<file path="config.mk">
export PLATFORM = sky130hd
export DESIGN_NAME = dcmr_regs
export DESIGN_NICKNAME = d
export VERILOG_FILES = /design/src/design/dcmr_pkg.sv /design/src/design/dcmr_regs.sv
export SDC_FILE = /design/constraint.sdc
export NUM_CORES = 1
export LEC_CHECK = 0
export BUFFER_PORTS_ARGS = -buffer_cell sky130_fd_sc_hd__clkbuf_2
export CAP_MARGIN = 25
export CORE_UTILIZATION = 40
export DETAILED_ROUTE_END_ITERATION = 6
export PLACE_DENSITY = 0.9
export SLEW_MARGIN = 25
export SYNTH_ARGS = -nofsm -noshare
export SYNTH_HDL_FRONTEND = slang
export SYNTH_SLANG_ARGS = --single-unit
</file>
<file path="constraint.sdc">
create_clock -name CLK -period 1.8 [get_ports CLK]
set_input_delay 0.36 -clock CLK [delete_from_list [all_inputs] [get_ports CLK]]
set_output_delay 0.36 -clock CLK [all_outputs]
set_load 0.03 [all_outputs]
</file>
<file path="src/design/dcmr_pkg.sv">
// constants, types and rule overview for the debug component management registers
//------------------------------------------------------------
// Overview of operation
//------------------------------------------------------------
// Overview of operation
// - word transfers only, address bits 1:0 ignored
// - word address widens per doubled block count
// - 0xF00-0xFFC holds management registers only
// - integration control at 0xF00, gap reads zero
// - claim set and clear at 0xFA0, 0xFA4
// - lock access write-only, lock state read-only
// - component registers upward, integration ones downward
// - reserved and unimplemented read zero, ignore writes
// - wrong-direction access treated as reserved
// - reserved-zero reads zeros, writes ignored
// - reserved values mapped onto permitted behaviour
// - fixed preamble bytes in identification words
// - class code in bits 7:4 of second word
// - identification words read-only, upper bits zero
// - eight peripheral words at 0xFD0-0xFEC, split order
// - minor revision from zero-reset registers
// - design change must change a revision field
// - valid bits low, little-endian full words
// - part number split across first two words
// - designer-code standard flag bit reads one
// - unimplemented management locations read zero, ignore writes
package dcmr_pkg;
	//------------------------------------------------------------
	// register word offsets within the 4KB block
	//------------------------------------------------------------
	localparam logic [11:0] OFS_INTEG_CTRL = 12'h0F00;
	localparam logic [11:0] OFS_MGMT_BASE = 12'h0F00;
	localparam logic [11:0] OFS_CLAIM_SET = 12'h0FA0;
	localparam logic [11:0] OFS_CLAIM_CLR = 12'h0FA4;
	localparam logic [11:0] OFS_DEV_AFF_0 = 12'h0FA8;
	localparam logic [11:0] OFS_DEV_AFF_1 = 12'h0FAC;
	localparam logic [11:0] OFS_LOCK_ACCESS = 12'h0FB0;
	localparam logic [11:0] OFS_LOCK_STATE = 12'h0FB4;
	localparam logic [11:0] OFS_AUTH_STATE = 12'h0FB8;
	localparam logic [11:0] OFS_DEV_ARCH = 12'h0FBC;
	localparam logic [11:0] OFS_DEV_CFG_2 = 12'h0FC0;
	localparam logic [11:0] OFS_DEV_CFG_1 = 12'h0FC4;
	localparam logic [11:0] OFS_DEV_CFG_0 = 12'h0FC8;
	localparam logic [11:0] OFS_DEV_TYPE = 12'h0FCC;
	localparam logic [11:0] OFS_PID_4 = 12'h0FD0;
	localparam logic [11:0] OFS_PID_5 = 12'h0FD4;
	localparam logic [11:0] OFS_PID_6 = 12'h0FD8;
	localparam logic [11:0] OFS_PID_7 = 12'h0FDC;
	localparam logic [11:0] OFS_PID_0 = 12'h0FE0;
	localparam logic [11:0] OFS_PID_1 = 12'h0FE4;
	localparam logic [11:0] OFS_PID_2 = 12'h0FE8;
	localparam logic [11:0] OFS_PID_3 = 12'h0FEC;
	localparam logic [11:0] OFS_CID_0 = 12'h0FF0;
	localparam logic [11:0] OFS_CID_1 = 12'h0FF4;
	localparam logic [11:0] OFS_CID_2 = 12'h0FF8;
	localparam logic [11:0] OFS_CID_3 = 12'h0FFC;
	//------------------------------------------------------------
	// fixed field values and positions
	//------------------------------------------------------------
	localparam logic [7:0] PREAMBLE_BYTE_0 = 8'h0D;
	localparam logic [3:0] PREAMBLE_NIBBLE_1 = 4'h0;
	localparam logic [7:0] PREAMBLE_BYTE_2 = 8'h05;
	localparam logic [7:0] PREAMBLE_BYTE_3 = 8'hB1;
	localparam logic [3:0] CLASS_MGMT = 4'h9;
	localparam logic [3:0] CLASS_ROM_TABLE = 4'h1;
	localparam logic [3:0] CLASS_LEGACY = 4'hF;
	localparam logic STD_DESIGNER_FLAG = 1'b1;
	localparam int LOCK_STATE_IMPL_BIT = 0;
	localparam int LOCK_STATE_LOCKED_BIT = 1;
	localparam int BLOCK_ADDR_BITS = 12;
	//------------------------------------------------------------
	// values after reset
	//------------------------------------------------------------
	localparam logic RST_INTEG_MODE = 1'b0;
	localparam logic RST_LOCKED = 1'b1;
	localparam logic [3:0] RST_MINOR_FIX = 4'h0;
	//------------------------------------------------------------
	// block state, one packed record
	//------------------------------------------------------------
	typedef struct packed {
		logic [31:0] rdata;
		logic ready;
		logic integ_mode;
		logic [7:0] claim_tags;
		logic locked;
		logic [3:0] minor_fix;
	} dcmr_state_type;
endpackage

</file>
<file path="src/design/dcmr_regs.sv">
// management register block of a debug-visible component
`timescale 1ns/1ps
module dcmr_regs #(
	parameter int BLOCKS_LOG2 = 0,
	parameter int CLAIM_BITS = 4,
	parameter logic [11:0] PART_NUMBER = 12'h0001, // arbitrary value
	parameter logic [6:0] DESIGNER_ID = 7'h01, // arbitrary value
	parameter logic [3:0] DESIGNER_CONT = 4'h0, // arbitrary value
	parameter logic [3:0] REVISION = 4'h0, // arbitrary value
	parameter logic [3:0] CUSTOMER_MODIFIED = 4'h0,
	parameter logic [3:0] COMPONENT_CLASS = dcmr_pkg::CLASS_MGMT,
	parameter logic [31:0] LOCK_KEY = 32'h0000_0001, // arbitrary value
	parameter logic [31:0] AUTH_STATE_VAL = 32'h0000_0000,
	parameter logic [31:0] DEV_ARCH_VAL = 32'h0000_0000,
	parameter logic [31:0] DEV_TYPE_VAL = 32'h0000_0000,
	parameter logic [31:0] DEV_CFG_0_VAL = 32'h0000_0000,
	parameter logic [31:0] DEV_CFG_1_VAL = 32'h0000_0000,
	parameter logic [31:0] DEV_CFG_2_VAL = 32'h0000_0000,
	parameter logic [31:0] DEV_AFF_0_VAL = 32'h0000_0000,
	parameter logic [31:0] DEV_AFF_1_VAL = 32'h0000_0000
) (
	input wire logic CLK,
	input wire logic RST,
	input wire logic DEBUG_BUS_SEL,
	input wire logic DEBUG_BUS_ENABLE,
	input wire logic DEBUG_BUS_WRITE,
	input wire logic [dcmr_pkg::BLOCK_ADDR_BITS+BLOCKS_LOG2-1:2] DEBUG_BUS_ADDRESS,
	input wire logic [31:0] DEBUG_BUS_WDATA,
	output logic [31:0] DEBUG_BUS_RDATA,
	output logic DEBUG_BUS_READY,
	output logic INTEGRATION_MODE
);
	import dcmr_pkg::*;

	//------------------------------------------------------------
	// decode helpers
	//------------------------------------------------------------
	localparam int AW = BLOCK_ADDR_BITS + BLOCKS_LOG2;
	localparam logic [7:0] CLAIM_MASK = 8'((9'h001 << CLAIM_BITS) - 9'h001);

	// word offset within the 4KB block; byte lanes 1:0 are not decoded
	function automatic logic [11:0] block_offset(input logic [AW-1:2] a);
		block_offset = {a[11:2], 2'b00};
	endfunction

	// management registers live only in the lowest 4KB block
	function automatic logic in_mgmt_block(input logic [AW-1:2] a);
		logic [AW-1:2] upper;
		upper = a;
		upper[11:2] = 10'h000;
		in_mgmt_block = (upper == '0);
	endfunction

	dcmr_state_type st_reg;
	dcmr_state_type st_next;
	logic setup_phase;
	logic wr_access;
	logic [11:0] ofs;
	logic mgmt_hit;
	logic [31:0] rd_word;

	assign setup_phase = DEBUG_BUS_SEL & ~DEBUG_BUS_ENABLE;
	assign wr_access = DEBUG_BUS_SEL & DEBUG_BUS_ENABLE & DEBUG_BUS_WRITE & st_reg.ready;
	assign ofs = block_offset(DEBUG_BUS_ADDRESS);
	// component-specific space below the management area is unused here
	assign mgmt_hit = in_mgmt_block(DEBUG_BUS_ADDRESS) && (ofs >= OFS_MGMT_BASE);

	//------------------------------------------------------------
	// read multiplexer
	//------------------------------------------------------------
	// pure decode: reading never touches state
	always_comb begin
		rd_word = 32'h0000_0000;
		if (mgmt_hit) begin
			case (ofs)
				OFS_INTEG_CTRL: rd_word = {31'h0, st_reg.integ_mode};
				OFS_CLAIM_SET: rd_word = {24'h0, CLAIM_MASK};
				OFS_CLAIM_CLR: rd_word = {24'h0, st_reg.claim_tags};
				OFS_DEV_AFF_0: rd_word = DEV_AFF_0_VAL;
				OFS_DEV_AFF_1: rd_word = DEV_AFF_1_VAL;
				OFS_LOCK_ACCESS: rd_word = 32'h0000_0000;
				OFS_LOCK_STATE: begin
					rd_word = 32'h0000_0000;
					rd_word[LOCK_STATE_IMPL_BIT] = 1'b1;
					rd_word[LOCK_STATE_LOCKED_BIT] = st_reg.locked;
				end
				OFS_AUTH_STATE: rd_word = AUTH_STATE_VAL;
				OFS_DEV_ARCH: rd_word = DEV_ARCH_VAL;
				OFS_DEV_CFG_2: rd_word = DEV_CFG_2_VAL;
				OFS_DEV_CFG_1: rd_word = DEV_CFG_1_VAL;
				OFS_DEV_CFG_0: rd_word = DEV_CFG_0_VAL;
				OFS_DEV_TYPE: rd_word = DEV_TYPE_VAL;
				OFS_PID_4: rd_word = {24'h0, 4'h0, DESIGNER_CONT};
				OFS_PID_5: rd_word = 32'h0000_0000;
				OFS_PID_6: rd_word = 32'h0000_0000;
				OFS_PID_7: rd_word = 32'h0000_0000;
				OFS_PID_0: rd_word = {24'h0, PART_NUMBER[7:0]};
				OFS_PID_1: rd_word = {24'h0, DESIGNER_ID[3:0], PART_NUMBER[11:8]};
				// revision plus minor fix distinguish any changed design
				OFS_PID_2: rd_word = {24'h0, REVISION, STD_DESIGNER_FLAG, DESIGNER_ID[6:4]};
				OFS_PID_3: rd_word = {24'h0, st_reg.minor_fix, CUSTOMER_MODIFIED};
				OFS_CID_0: rd_word = {24'h0, PREAMBLE_BYTE_0};
				OFS_CID_1: rd_word = {24'h0, COMPONENT_CLASS, PREAMBLE_NIBBLE_1};
				OFS_CID_2: rd_word = {24'h0, PREAMBLE_BYTE_2};
				OFS_CID_3: rd_word = {24'h0, PREAMBLE_BYTE_3};
				default: rd_word = 32'h0000_0000;
			endcase
		end
	end

	//------------------------------------------------------------
	// next-state logic
	//------------------------------------------------------------
	// writes land in the access phase; all else is ignored
	always_comb begin
		st_next = st_reg;
		// answer ready in the access phase right after setup: no wait states
		st_next.ready = setup_phase;
		st_next.rdata = (setup_phase && !DEBUG_BUS_WRITE) ? rd_word : 32'h0000_0000;
		// minor fix field only ever holds its reset value
		st_next.minor_fix = st_reg.minor_fix;
		if (wr_access && mgmt_hit) begin
			case (ofs)
				OFS_LOCK_ACCESS: begin
					// any value other than the key relocks; always accepted
					st_next.locked = (DEBUG_BUS_WDATA != LOCK_KEY);
				end
				OFS_INTEG_CTRL: begin
					if (!st_reg.locked) begin
						st_next.integ_mode = DEBUG_BUS_WDATA[0];
					end
				end
				OFS_CLAIM_SET: begin
					// bits beyond the implemented tags are dropped, not stored
					if (!st_reg.locked) begin
						st_next.claim_tags = st_reg.claim_tags |
							(DEBUG_BUS_WDATA[7:0] & CLAIM_MASK);
					end
				end
				OFS_CLAIM_CLR: begin
					if (!st_reg.locked) begin
						st_next.claim_tags = st_reg.claim_tags &
							~(DEBUG_BUS_WDATA[7:0] & CLAIM_MASK);
					end
				end
				default: st_next.locked = st_reg.locked;
			endcase
		end
	end

	//------------------------------------------------------------
	// state register
	//------------------------------------------------------------
	always_ff @(posedge CLK) begin
		if (RST) begin
			st_reg.rdata <= 32'h0000_0000;
			st_reg.ready <= 1'b0;
			st_reg.integ_mode <= RST_INTEG_MODE;
			st_reg.claim_tags <= 8'h00;
			st_reg.locked <= RST_LOCKED;
			st_reg.minor_fix <= RST_MINOR_FIX;
		end else begin
			st_reg <= st_next;
		end
	end

	assign DEBUG_BUS_RDATA = st_reg.rdata;
	assign DEBUG_BUS_READY = st_reg.ready;
	assign INTEGRATION_MODE = st_reg.integ_mode;
endmodule

</file>
### After elaboration in Yosys (flattened, before gate mapping)

Cells that the tools add are included.
W data, S select, Z words.

* bits of input ports: 47
* register bits: 43
* output and inout port bits: 34
* logic and storage cells: 44

* bitwise logic cells: 11
* $lt $le $gt $ge: 1
* mux-type cells: 4
* equality and inequality tests: 15
* reductions and logical operators: 8

Operator list (count)
* $eq A10 B10 Y1 const B: 12
* $pmux W8 S11: 1
* $ne A32 B1 Y1 const B: 1
* $mux W8: 2
* $pmux W8 S2: 1
* $ge A12 B12 Y1 const B: 1
* $and A8 B8 Y8: 1
* $not A4 Y8: 1
* $or A8 B4 Y8: 1
* $and A1 B1 Y1: 4
* $ne A2 B2 Y1 const B: 2
* $not A1 Y1: 4
* $reduce_and A4 Y1: 1
* $reduce_and A3 Y1: 1
* $reduce_or A3 Y1: 1
* $logic_and A1 B1 Y1: 2
* $reduce_and A2 Y1: 1
* $reduce_bool A2 Y1: 1
* $logic_not A1 Y1: 1

### Longest topological paths before layout

* word-level depth: 5
* gate-level depth with buffers: 5
* gate-level depth less buffers: 4

### Least setup slack after synthesis

No wires, ideal clock.

* path kind: input-to-reg
* start: input port DEBUG_BUS_ADDRESS[3] in the netlist's numbering
* end: register (tool-made name)
* stages: 5
* buffers on the path: 1
* setup time: 124 ps
* arrival time: 1450 ps
* path slack: 226 ps
* required time: 1676 ps
* cells stage by stage: buf_6 > or3_4 > nor4_4 > and3_1 > a211oi_1

RTL lines
* start: declaration: RTL line dcmr_regs.sv:27 `input wire logic [dcmr_pkg::BLOCK_ADDR_BITS+BLOCKS_LOG2-1:2] DEBUG_BUS_ADDRESS,`

==> reports/metrics.cfg <==
[drt]
wl_per_cell_um = 10.3
vias = 1042
drt_iter0_markers = 10
drc_errors = 0
first_pass_iters = 6
routed_wl_mm = 2.17
via_per_inst = 4.94
ant_nets = 0

[sta]
finalSetupTns_ns = 0
setup_viol = 0
finalHoldViolCount = 0
min_period_over_period = 0.802
fmax_ghz = 0.693
skew_ns = 0.00249
rsz0062_at_grt = no
final_max_slew_viol_count = 0
fin_crit_ns = 1.44

[worst_setup_path]
crit_type = flop to flop
crit_chain = nand4_1 > nor4_4 > and3_1 > a211oi_1
cp.depth = 4
max_stage_delay_ns = 0.40
crit_start = DEBUG_BUS_READY$_SDFF_PP0_
worst-r2r-cell-count = 4
critPathSlowestCell = nor4_4
crit_required_ns = 1.97
worstReg2RegStart = DEBUG_BUS_READY$_SDFF_PP0_
cp_top_family = simple AND/OR/NAND/NOR gates
worstPathArrival_ns = 1.62
endpoint_kind = flop
critPathLaunchType = flop
worst-path-buf-inv = 0
path_max_fanout = 5

[power]
vdd_drop_max_v = 0.000468
power.internal_mw = 0.494
combPwrFrac = 0.257
p_sw_mw = 0.235
finalPower_mw = 0.729
leakage_nw = 0.605
powerDensity_nw_per_um2 = 561
clkPwrFrac = 0.317
seqPwrFrac = 0.426
p_sw_frac = 0.323

[synthesis]
ys_warn_count = 0
yosys.cell_types.count = 40
yosys.cell_count.top_type = buf_4
ys_seq_area_frac = 0.258
synthFlopType = dfxtp_1
syn_inst = 129
synth_common_cells = buf_4 (32), dfxtp_1 (14), a21oi_1 (9), nor4_1 (8), nand2_1 (5)
postSynthAreaPerCell_um2 = 8.42
synth_top_area_share = 0.258
yosysTopAreaCell = dfxtp_1
ys_ff_latch = 14
synth_edf_count = 0
ys_async_sr_fraction = 0
synthTopCellsByArea = dfxtp_1 (26%), buf_4 (22%), nor4_1 (4.6%)
syn_area_um2 = 1090

[clocking]
postCtsHoldBufs = 0
clock_sinks = 14
clock_latency_ns = 0.28
cts_resized = 0
clock_path_buffers = 2
cts_root_buf = clkbuf_4
cts_tree = yes
clkTransAtPathRegs_ns = 0.09
cts_buffers = 3
h-tree-depth = 1
postCtsSetupRepairBufs = 0

[grt]
grt_max_degree = 16
grt_overflow_total = 0
grt.total_usage = 0.168
antenna_found_initial = 0
grt_pass1_wl_mm = 3.57
grt_pass1_vias = 894

[die]
dieArea_um2 = 2930
row_count = 18
ios = 81
die_w_um = 54.1
initial_core_util = 0.431
die_h_um = 54.1
core_area_um2 = 2520

[placed_design]
port_buffers = 55
dp_hpwl_mm = 1.87
gp_congestion = 0.886

[job]
drv_cap = 0

[finish]
nFillCells = 249
area_growth_pct = 19.7
drive_gt1_frac = 0.414
antenna_cells = 0
layout.nets = 229

[hold_path]
hp-class = input port to flop
hold_path.startpoint = DEBUG_BUS_WDATA[2]
hold_path_depth = 2

[run_status]
outcome = complete, no violations

[cell families after synthesis]
family | synth area share
flops | 0.258
compound gates | 0.175
other cells | 0.00345
xor+xnor | 0.00807
simple gates | 0.300
buf+inv | 0.256
[power groups by stage]
stage | sequential, mW | combinational [mW] | clock, mW
after floorplan | 0.320 | 0.156 | 0
after global placement | 0.318 | 0.186 | 0
after detailed placement | 0.318 | 0.187 | 0
after CTS | 0.311 | 0.188 | 0.233
after global routing | 0.311 | 0.204 | 0.250
final | 0.311 | 0.188 | 0.231
[layout by cell type, fill, tap and decap left out, drive strengths merged, types with 4 or more instances in the layout]
cell type	Yosys	routed
buf	33	5
dfxtp	14	14
a21oi	9	9
inv	4	4
nor4	11	11
a211oi	4	4
nor3	4	4
nor2	5	5
nand2	5	5
conb	1	25
clkbuf	3	59
a31oi	4	4
[layout make-up]
class,count,area [µm²],share of cell area
inverters,4,15.0,0.0115
clock buffers,4,36.3,0.0279
repair buffers,60,313,0.241
multi-input cells,99,618,0.475
flip-flops and latches,14,280,0.216
well taps,30,37.5,0.0289
[per-stage QoR]
| stage | hold WS, ns | worst slack (ns) | util | cells | instance area [µm²] |
|---|---|---|---|---|---|
| after floorplan | 0.426 | 0.226 | - | 153 | 1180 |
| after global placement | 0.463 | 0.122 | 0.501 | 207 | 1260 |
| after detailed placement | 0.471 | 0.0647 | 0.501 | 207 | 1260 |
| after CTS | 0.278 | 0.359 | 0.515 | 211 | 1300 |
| after global routing | 0.269 | 0.234 | 0.515 | 211 | 1300 |
| final | 0.280 | 0.357 | 0.515 | 211 | 1300 |
[final timing paths]
kind | slack [ns] | endpoint
worst max-delay path | 0.36 | flop
worst min-delay path | 0.28 | flop
worst max register to register | 0.36 | flop
worst min register to register | 0.49 | flop
[metal layers]
layer / vias up / global-route usage / routed length (µm)
li1: 523 / - / -
met1: 455 / 0.179 / 868
met2: 62 / 0.313 / 1070
met3: 2 / 0.0593 / 227
met4: 0 / 0.0385 / 12
met5: - / 0 / 0
No activity file was read; power rests on OpenSTA's default activity.
